[src/verilog/mcu_timing_defs.svh]
/*
 * Timing and field constants of the instruction sequencer.
 * Assumes inclusion by bare name from the verilog/ folder.
 */
`ifndef MCU_TIMING_DEFS_SVH
`define MCU_TIMING_DEFS_SVH

`define PC_RESET 16'h0000
`define LEN_1 2'h1
`define LEN_2 2'h2
`define LEN_3 2'h3
`define CLK_1 4'h1
`define CLK_2 4'h2
`define CLK_3 4'h3
`define CLK_4 4'h4
`define CLK_5 4'h5
`define CLK_8 4'h8
`define MAX_CLOCKS 4'h8
`define OPERAND_LO 7:0
`define OPERAND_HI 15:8

`endif

[src/verilog/mcu_timing_pkg.sv]
/*
 * Types shared by the instruction sequencer and its timing table.
 * Assumes nothing beyond a SystemVerilog compiler.
 */
`default_nettype none

package mcu_timing_pkg;

	typedef enum logic [1:0] {CLS_PLAIN, CLS_JUMP, CLS_COND} instr_class_t;

	typedef enum logic {ST_OPCODE, ST_EXEC} seq_state_t;

	typedef struct packed {
		logic [1:0] len;
		logic [3:0] clocks;
		instr_class_t cls;
	} timing_t;

endpackage : mcu_timing_pkg

`default_nettype wire

[src/verilog/decode_if.sv]
/*
 * Carrier between the sequencer and its opcode timing table.
 * Assumes the table is purely combinational.
 */
`timescale 1ns/100ps
`default_nettype none

interface decode_if;
	logic [7:0] opcode;
	mcu_timing_pkg::timing_t timing;

	modport rom (input opcode, output timing);
	modport core (output opcode, input timing);
endinterface : decode_if

`default_nettype wire

[src/verilog/opcode_timing_rom.sv]
/*
 * Opcode to length, clock count and class lookup for the full
 * classic 8-bit instruction map.
 * Assumes the opcode is stable for the whole cycle it is read.
 */
`timescale 1ns/100ps
`default_nettype none
`include "mcu_timing_defs.svh"

module opcode_timing_rom (
	decode_if.rom dec
);

	function automatic mcu_timing_pkg::timing_t ent(input logic [1:0] len, input logic [3:0] clocks,
		input mcu_timing_pkg::instr_class_t cls);
		mcu_timing_pkg::timing_t t;
		t.len = len;
		t.clocks = clocks;
		t.cls = cls;
		return t;
	endfunction : ent

	// Specific codes first: casez takes the first match
	always_comb begin
		casez (dec.opcode)
			// Absolute jump and call share the low nibble 1 on every page
			8'b????_0001: dec.timing = ent(`LEN_2, `CLK_3, mcu_timing_pkg::CLS_JUMP);
			8'h02, 8'h12: dec.timing = ent(`LEN_3, `CLK_4, mcu_timing_pkg::CLS_JUMP);
			8'h22, 8'h32: dec.timing = ent(`LEN_1, `CLK_5, mcu_timing_pkg::CLS_JUMP);
			8'h73: dec.timing = ent(`LEN_1, `CLK_3, mcu_timing_pkg::CLS_JUMP);
			8'h80: dec.timing = ent(`LEN_2, `CLK_3, mcu_timing_pkg::CLS_JUMP);
			8'h10, 8'h20, 8'h30, 8'hB4, 8'hD5, 8'b1011_1???:
				dec.timing = ent(`LEN_3, `CLK_3, mcu_timing_pkg::CLS_COND);
			8'hB5, 8'hB6, 8'hB7: dec.timing = ent(`LEN_3, `CLK_4, mcu_timing_pkg::CLS_COND);
			8'h40, 8'h50, 8'h60, 8'h70, 8'b1101_1???:
				dec.timing = ent(`LEN_2, `CLK_2, mcu_timing_pkg::CLS_COND);
			8'h43, 8'h53, 8'h63, 8'h75, 8'h85, 8'h90:
				dec.timing = ent(`LEN_3, `CLK_3, mcu_timing_pkg::CLS_PLAIN);
			8'h83, 8'h93, 8'hE0, 8'hE2, 8'hE3, 8'hF0, 8'hF2, 8'hF3:
				dec.timing = ent(`LEN_1, `CLK_3, mcu_timing_pkg::CLS_PLAIN);
			8'hA4: dec.timing = ent(`LEN_1, `CLK_4, mcu_timing_pkg::CLS_PLAIN);
			8'h84: dec.timing = ent(`LEN_1, `CLK_8, mcu_timing_pkg::CLS_PLAIN);
			8'h05, 8'h15, 8'h24, 8'h25, 8'h34, 8'h35, 8'h42, 8'h44, 8'h45, 8'h52, 8'h54, 8'h55,
			8'h62, 8'h64, 8'h65, 8'h72, 8'h74, 8'h76, 8'h77, 8'h82, 8'h86, 8'h87, 8'h92, 8'h94,
			8'h95, 8'hA0, 8'hA2, 8'hA6, 8'hA7, 8'hB0, 8'hB2, 8'hC0, 8'hC2, 8'hC5, 8'hD0, 8'hD2,
			8'hE5, 8'hF5, 8'b0111_1???, 8'b1000_1???, 8'b1010_1???:
				dec.timing = ent(`LEN_2, `CLK_2, mcu_timing_pkg::CLS_PLAIN);
			8'b????_011?: dec.timing = ent(`LEN_1, `CLK_2, mcu_timing_pkg::CLS_PLAIN);
			// Register forms, accumulator ops, carry ops and the unused code
			default: dec.timing = ent(`LEN_1, `CLK_1, mcu_timing_pkg::CLS_PLAIN);
		endcase
	end

endmodule : opcode_timing_rom

`default_nettype wire

[src/verilog/mcu_core_instruction_timing.sv]
/*
 * Instruction fetch and cycle sequencer of the 8-bit core: takes at most one
 * program byte per clock, counts each instruction's clocks from its
 * opcode and retires it, redirecting the fetch on jumps and taken branches.
 * Assumes program memory answers codeAddr in the same cycle, and the
 * execute unit drives branchTaken/branchTarget on the same clock.
 */
// Function
// - Standard opcodes, modes and flag effects
// - Timing counted only in system clocks
// - Pipelined: clocks mostly equal byte count
// - Untaken conditional branch one clock shorter
// - Max eight clocks; multiply four, divide eight
// - 109 instructions with documented clock spread
// - Static design, one instruction per clock peak
// - Add forms: register 1, others 2 clocks
// - Subtract with borrow: same split as add
// - AND/OR/XOR into accumulator: same split
// - Logical to direct byte: 2 or 3
// - OR immediate to direct: three bytes, clocks
// - Carry jumps: two bytes, 2/3 clocks
// - Compare direct and jump: 4/5 clocks
// - Sixteen-bit external moves: one byte, three
`timescale 1ns/100ps
`default_nettype none
`include "mcu_timing_defs.svh"

module mcu_core_instruction_timing (
	input wire logic sys_clk,
	input wire logic rst,
	output logic [15:0] codeAddr,
	input wire logic [7:0] codeData,
	input wire logic branchTaken,
	input wire logic [15:0] branchTarget,
	output logic [7:0] execOpcode,
	output logic [15:0] execOperands,
	output logic [3:0] execCycle,
	output logic instrDone,
	output logic [7:0] doneOpcode,
	output logic [3:0] doneCycles,
	output logic doneTaken
);

	decode_if dec ();

	opcode_timing_rom u_rom (
		.dec(dec)
	);

	mcu_timing_pkg::seq_state_t stateQ;
	mcu_timing_pkg::instr_class_t clsQ;
	logic [15:0] pcQ;
	logic [7:0] opcodeQ;
	logic [15:0] operandsQ;
	logic [1:0] lenQ;
	logic [1:0] fetchIdxQ;
	logic [3:0] cntQ;
	logic [3:0] needQ;
	logic extQ;
	logic instrDoneQ;
	logic [7:0] doneOpcodeQ;
	logic [3:0] doneCyclesQ;
	logic doneTakenQ;
	logic [3:0] doneBaseQ;

	logic opStart;
	logic lastCycle;
	logic extendNow;
	logic retire;
	logic redirect;
	logic fetching;

	// In the opcode state the byte on codeData is always a new opcode
	assign opStart = stateQ == mcu_timing_pkg::ST_OPCODE;
	assign dec.opcode = codeData;

	assign lastCycle = (stateQ == mcu_timing_pkg::ST_EXEC) && (cntQ + 4'h1 == needQ);
	assign extendNow = lastCycle && clsQ == mcu_timing_pkg::CLS_COND && !extQ && branchTaken;
	assign retire = opStart ? (dec.timing.clocks == `CLK_1) : (lastCycle && !extendNow);
	assign redirect = !opStart && retire && (clsQ == mcu_timing_pkg::CLS_JUMP || extQ);
	assign fetching = (stateQ == mcu_timing_pkg::ST_EXEC) && (fetchIdxQ < lenQ);

	assign codeAddr = pcQ;
	assign execOpcode = opcodeQ;
	assign execOperands = operandsQ;
	assign execCycle = cntQ;
	assign instrDone = instrDoneQ;
	assign doneOpcode = doneOpcodeQ;
	assign doneCycles = doneCyclesQ;
	assign doneTaken = doneTakenQ;

	// Sequencer state: one opcode per clock unless more clocks are owed
	always_ff @(posedge sys_clk or posedge rst) begin
		if (rst) begin
			stateQ <= mcu_timing_pkg::ST_OPCODE;
		end else if (opStart) begin
			stateQ <= retire ? mcu_timing_pkg::ST_OPCODE : mcu_timing_pkg::ST_EXEC;
		end else if (retire) begin
			stateQ <= mcu_timing_pkg::ST_OPCODE;
		end
	end

	// Program counter: one step per fetched byte, or the target on a redirect; holds on extra clocks
	always_ff @(posedge sys_clk or posedge rst) begin
		if (rst) begin
			pcQ <= `PC_RESET;
		end else if (opStart) begin
			pcQ <= pcQ + 16'h0001;
		end else if (redirect) begin
			pcQ <= branchTarget;
		end else if (fetching) begin
			pcQ <= pcQ + 16'h0001;
		end
	end

	// Opcode and operand bytes held for the execute unit
	always_ff @(posedge sys_clk or posedge rst) begin
		if (rst) begin
			opcodeQ <= 8'h00;
			operandsQ <= 16'h0000;
			lenQ <= `LEN_1;
			fetchIdxQ <= 2'h1;
			clsQ <= mcu_timing_pkg::CLS_PLAIN;
		end else if (opStart) begin
			opcodeQ <= codeData;
			operandsQ <= 16'h0000;
			lenQ <= dec.timing.len;
			fetchIdxQ <= 2'h1;
			clsQ <= dec.timing.cls;
		end else if (fetching) begin
			if (fetchIdxQ == 2'h1) begin
				operandsQ[`OPERAND_LO] <= codeData;
			end else begin
				operandsQ[`OPERAND_HI] <= codeData;
			end
			fetchIdxQ <= fetchIdxQ + 2'h1;
		end
	end

	// Clock counter; a taken branch owes exactly one more clock
	always_ff @(posedge sys_clk or posedge rst) begin
		if (rst) begin
			cntQ <= 4'h0;
			needQ <= `CLK_1;
			extQ <= 1'b0;
		end else if (opStart) begin
			cntQ <= 4'h1;
			needQ <= dec.timing.clocks;
			extQ <= 1'b0;
		end else if (stateQ == mcu_timing_pkg::ST_EXEC) begin
			cntQ <= cntQ + 4'h1;
			if (extendNow) begin
				needQ <= needQ + 4'h1;
				extQ <= 1'b1;
			end
		end
	end

	// Retirement report, one clock after the instruction's last clock
	always_ff @(posedge sys_clk or posedge rst) begin
		if (rst) begin
			instrDoneQ <= 1'b0;
			doneOpcodeQ <= 8'h00;
			doneCyclesQ <= 4'h0;
			doneTakenQ <= 1'b0;
			doneBaseQ <= 4'h0;
		end else begin
			instrDoneQ <= retire;
			if (retire) begin
				doneOpcodeQ <= opStart ? codeData : opcodeQ;
				doneCyclesQ <= opStart ? `CLK_1 : cntQ + 4'h1;
				doneTakenQ <= !opStart && extQ && clsQ == mcu_timing_pkg::CLS_COND;
				doneBaseQ <= opStart ? `CLK_1 : needQ - {3'h0, extQ};
			end
		end
	end
endmodule : mcu_core_instruction_timing

`default_nettype wire

[config.mk]
export PLATFORM = sky130hd
export DESIGN_NAME = mcu_core_instruction_timing
export DESIGN_NICKNAME = d
export VERILOG_FILES = /design/src/verilog/mcu_timing_pkg.sv /design/src/verilog/decode_if.sv /design/src/verilog/opcode_timing_rom.sv /design/src/verilog/mcu_core_instruction_timing.sv
export VERILOG_INCLUDE_DIRS = /design/src /design/src/verilog
export SDC_FILE = /design/constraint.sdc
export NUM_CORES = 1
export LEC_CHECK = 0
export BUFFER_PORTS_ARGS = -buffer_cell sky130_fd_sc_hd__buf_4
export CAP_MARGIN = 25
export CELL_PAD_IN_SITES_DETAIL_PLACEMENT = 1
export CELL_PAD_IN_SITES_GLOBAL_PLACEMENT = 1
export CORE_MARGIN = 5
export CORE_UTILIZATION = 41
export DETAILED_ROUTE_END_ITERATION = 7
export PLACE_DENSITY_LB_ADDON = 0.1
export SYNTH_ARGS = -nofsm -noshare
export SYNTH_HDL_FRONTEND = slang
export SYNTH_SLANG_ARGS = --single-unit
export TNS_END_PERCENT = 10
[constraint.sdc]
create_clock -name sys_clk -period 2.9 [get_ports sys_clk]
set_clock_uncertainty 0.05 [all_clocks]
set_input_delay 0.725 -clock sys_clk [delete_from_list [all_inputs] [get_ports sys_clk]]
set_output_delay 0.725 -clock sys_clk [all_outputs]
set_load 0.1 [all_outputs]
==> flow_metrics.tcl <==
set metrics [dict create \
    status "finished clean" \
    grt_pass1_vias 3440 \
    period_needed_ns 2.49 \
    finalCritPeriodShare_pct 85.7 \
    syn_inst 391 \
    vias 3252 \
    rows 35 \
    numCtsBuffers 9 \
    timing.rr.start "execCycle[0]" \
    initial_core_util_pct 41.5 \
    synth_ff_type "dfrtp_1" \
    cts.sinks 70 \
    slew_violations 0 \
    gp_congestion 0.921 \
    syn_area_um2 3800 \
    path_clk_slew_ns 0.08 \
    dr.pass1.iters 4 \
    die_h_um 106 \
    hold_buffers 0 \
    crit_path_start_kind "flip-flop" \
    critPathMaxFanout 10 \
    diodes 0 \
    synthArstFlopShare_pct 100 \
    yosysWarnings 0 \
    place_ws_ns 0.0714 \
    place_area_um2 4720 \
    cp_cell_sequence "ha_1, xnor2_1, and3_1, nand3_1, nand2b_1, inv_1, a21oi_4, buf_12, mux2_4" \
    design_area_um2 4910 \
    fmax_mhz 402 \
    synth_area_leaders "dfrtp_1 (44%), nand2_1 (6.3%), o21ai_0 (3.6%)" \
    cts_tree "done" \
    num-fill-cells 1087 \
    r2r_slack_ns 0.41 \
    maxCapViolCount 0 \
    grt.overflow.total 0 \
    hpwl_um 7800 \
    end_kind "flip-flop" \
    drive_gt1_share_pct 31.9 \
    ys_seq_area_share_pct 46.2 \
    htree_levels 3 \
    rsz0062_at_grt "false" \
    syn_nets 423 \
    criticalPathCategory "flip-flop to flip-flop" \
    crit_arrival_ns 2.68 \
    grtUsageTotal_pct 19.2 \
    dieArea_um2 11300 \
    r2r_end "doneOpcode[4]" \
    drt_first_iter_violations 55 \
    syn_area_per_cell_um2 9.72 \
    antenna_found_initial 0 \
    setup_ws_ns 0.414 \
    cts_resized 0 \
    routedWlPerCell_um 17.3 \
    cts_root_buf "clkbuf_8" \
    ys_ff_latch 70 \
    tns_ns 0 \
    antenna_left 0 \
    num-nets-final 525 \
    core_area_um2 9150 \
    yosys.area.top_type "dfrtp_1" \
    clk_path_buf_depth 2 \
    setup_viol_count_final 0 \
    avgViaCountPerCell 5.34 \
    clkLatencyLatePin_ns 0.36 \
    slowest_delay_ns 0.46 \
    post_cts_buffers 0 \
    hold_viol_final 0 \
    port_buffers 84 \
    tightest_slew_ns 0.630 \
    max_slew_margin_pct 58.0 \
    die_w_um 106 \
    wirelength_um 10500 \
    cp.required_ns 3.10 \
    min_path_type "input pin to asynchronous set/reset pin" \
    area_delta_synth_final_pct 29.4 \
    drc 0 \
    synth-edff-count 0 \
    slowest_stage "dfrtp_1" \
    grt_max_degree 33 \
    synthDistinctLibCells 58 \
    worstRegToRegCells 9 \
    grt_pass1_wl_um 17300 \
    io_pins 85 \
    synth_top_area_share_pct 44.1 \
]
## worst max-delay path, delay by kind of cell (launching register included)
family	cells	cell delay, ns
compound gates	1	0.17
xor+xnor	1	0.14
fa+ha+maj	1	0.38
buf+inv	2	0.35
flops	1	0.46
mux	1	0.30
simple gates	3	0.53
## sequential cells by signal (all words and copies together) (netlist names), 2 cells and up
name,cells
lenQ,2
codeAddr,16
fetchIdxQ,2
execOperands,16
clsQ,2
execOpcode,8
doneOpcode,8
needQ,4
execCycle,4
doneCycles,4
## cell usage in the layout, fill, tap and decap left out, drive strengths merged, types with 3 or more instances in the layout
cell type / instances
a21boi: 8
a21oi: 11
and2: 7
and3: 5
buf: 112
clkbuf: 9
clkinv: 3
dfrtp: 67
dfstp: 3
ha: 5
inv: 11
mux2: 18
mux2i: 12
nand2: 64
nand2b: 3
nand3: 19
nand4: 9
nor2: 20
nor2b: 17
nor3: 7
o21ai: 27
xnor2: 10
xor2: 13
## per-layer routing
metal / wire length (um) / vias to the layer above / GRT usage, %
li1: - / 1561 / -
met1: 4790 / 1606 / 24.9
met2: 5110 / 67 / 31.3
met3: 426 / 18 / 3.70
met4: 226 / 0 / 8.23
met5: 0 / - / 0
## cells by family (layout without fill, tap and decap cells)
logic type | count (synthesis) | in the layout | share of synthesized area [%]
muxes | 30 | 30 | 9.29
xor gates and xnor gates | 24 | 24 | 5.90
DFF | 70 | 70 | 46.2
adders and majority gates | 5 | 5 | 1.65
and+or+nand+nor | 165 | 165 | 22.3
buffers and inverters | 31 | 138 | 3.29
AOI/OAI and AO/OA | 66 | 66 | 11.4
## worst max-delay path by stage
stage | startpoint | endpoint | slack [ns] | cells past startpoint
after detailed placement | codeData[7] | doneOpcode[2] | 0.07 | 9
final | execCycle[0] | doneOpcode[4] | 0.41 | 9
after CTS | execCycle[0] | doneOpcode[4] | 0.38 | 9
after global placement | codeData[3] | doneOpcode[7] | 0.10 | 9
after global routing | execCycle[0] | doneOpcode[4] | 0.20 | 9
after floorplan | execCycle[0] | doneOpcode[0] | 0.02 | 8
## metrics by stage
stage	utilization [%]	hold WS, ns	std cells
global placement	51.6	0.411	593
floorplan	-	0.396	391
finish	53.7	0.322	609
detailed placement	51.6	0.414	593
CTS	53.7	0.331	609
global route	53.7	0.352	609
## layout make-up
| cell class | count | area [um^2] | share of cell area [%] |
|---|---|---|---|
| multi-input cells | 290 | 1920 | 39.1 |
| clock inverters | 7 | 72.6 | 1.48 |
| clock buffers | 9 | 124 | 2.52 |
| inverters | 10 | 37.5 | 0.764 |
| well taps | 111 | 139 | 2.83 |
| flip-flops and latches | 70 | 1760 | 35.7 |
| repair buffers | 112 | 866 | 17.6 |
## cells in the mapped netlist (2+ instances only)
master and count:
a21boi_0 8, and2_1 7, nor2b_1 16, inv_1 10, nand4b_1 2, nand2_1 64, o21ai_0 27, nand3_1 19
mux2i_1 12, mux2_4 8, xor2_1 13, nor3_1 7, ha_1 5, and3_1 5, nand3b_1 2, o2bb2ai_1 2
nand2b_1 3, clkbuf_1 12, dfstp_2 3, buf_1 2, buf_2 7, mux2_2 10, nor2_1 19, xnor2_1 10
a21oi_1 10, dfrtp_1 67, nand4_1 9, a21o_1 2
Power is left out: the tool's default activity adds up to more than one toggle a clock period on the data nets, which glitch-free logic cannot reach.
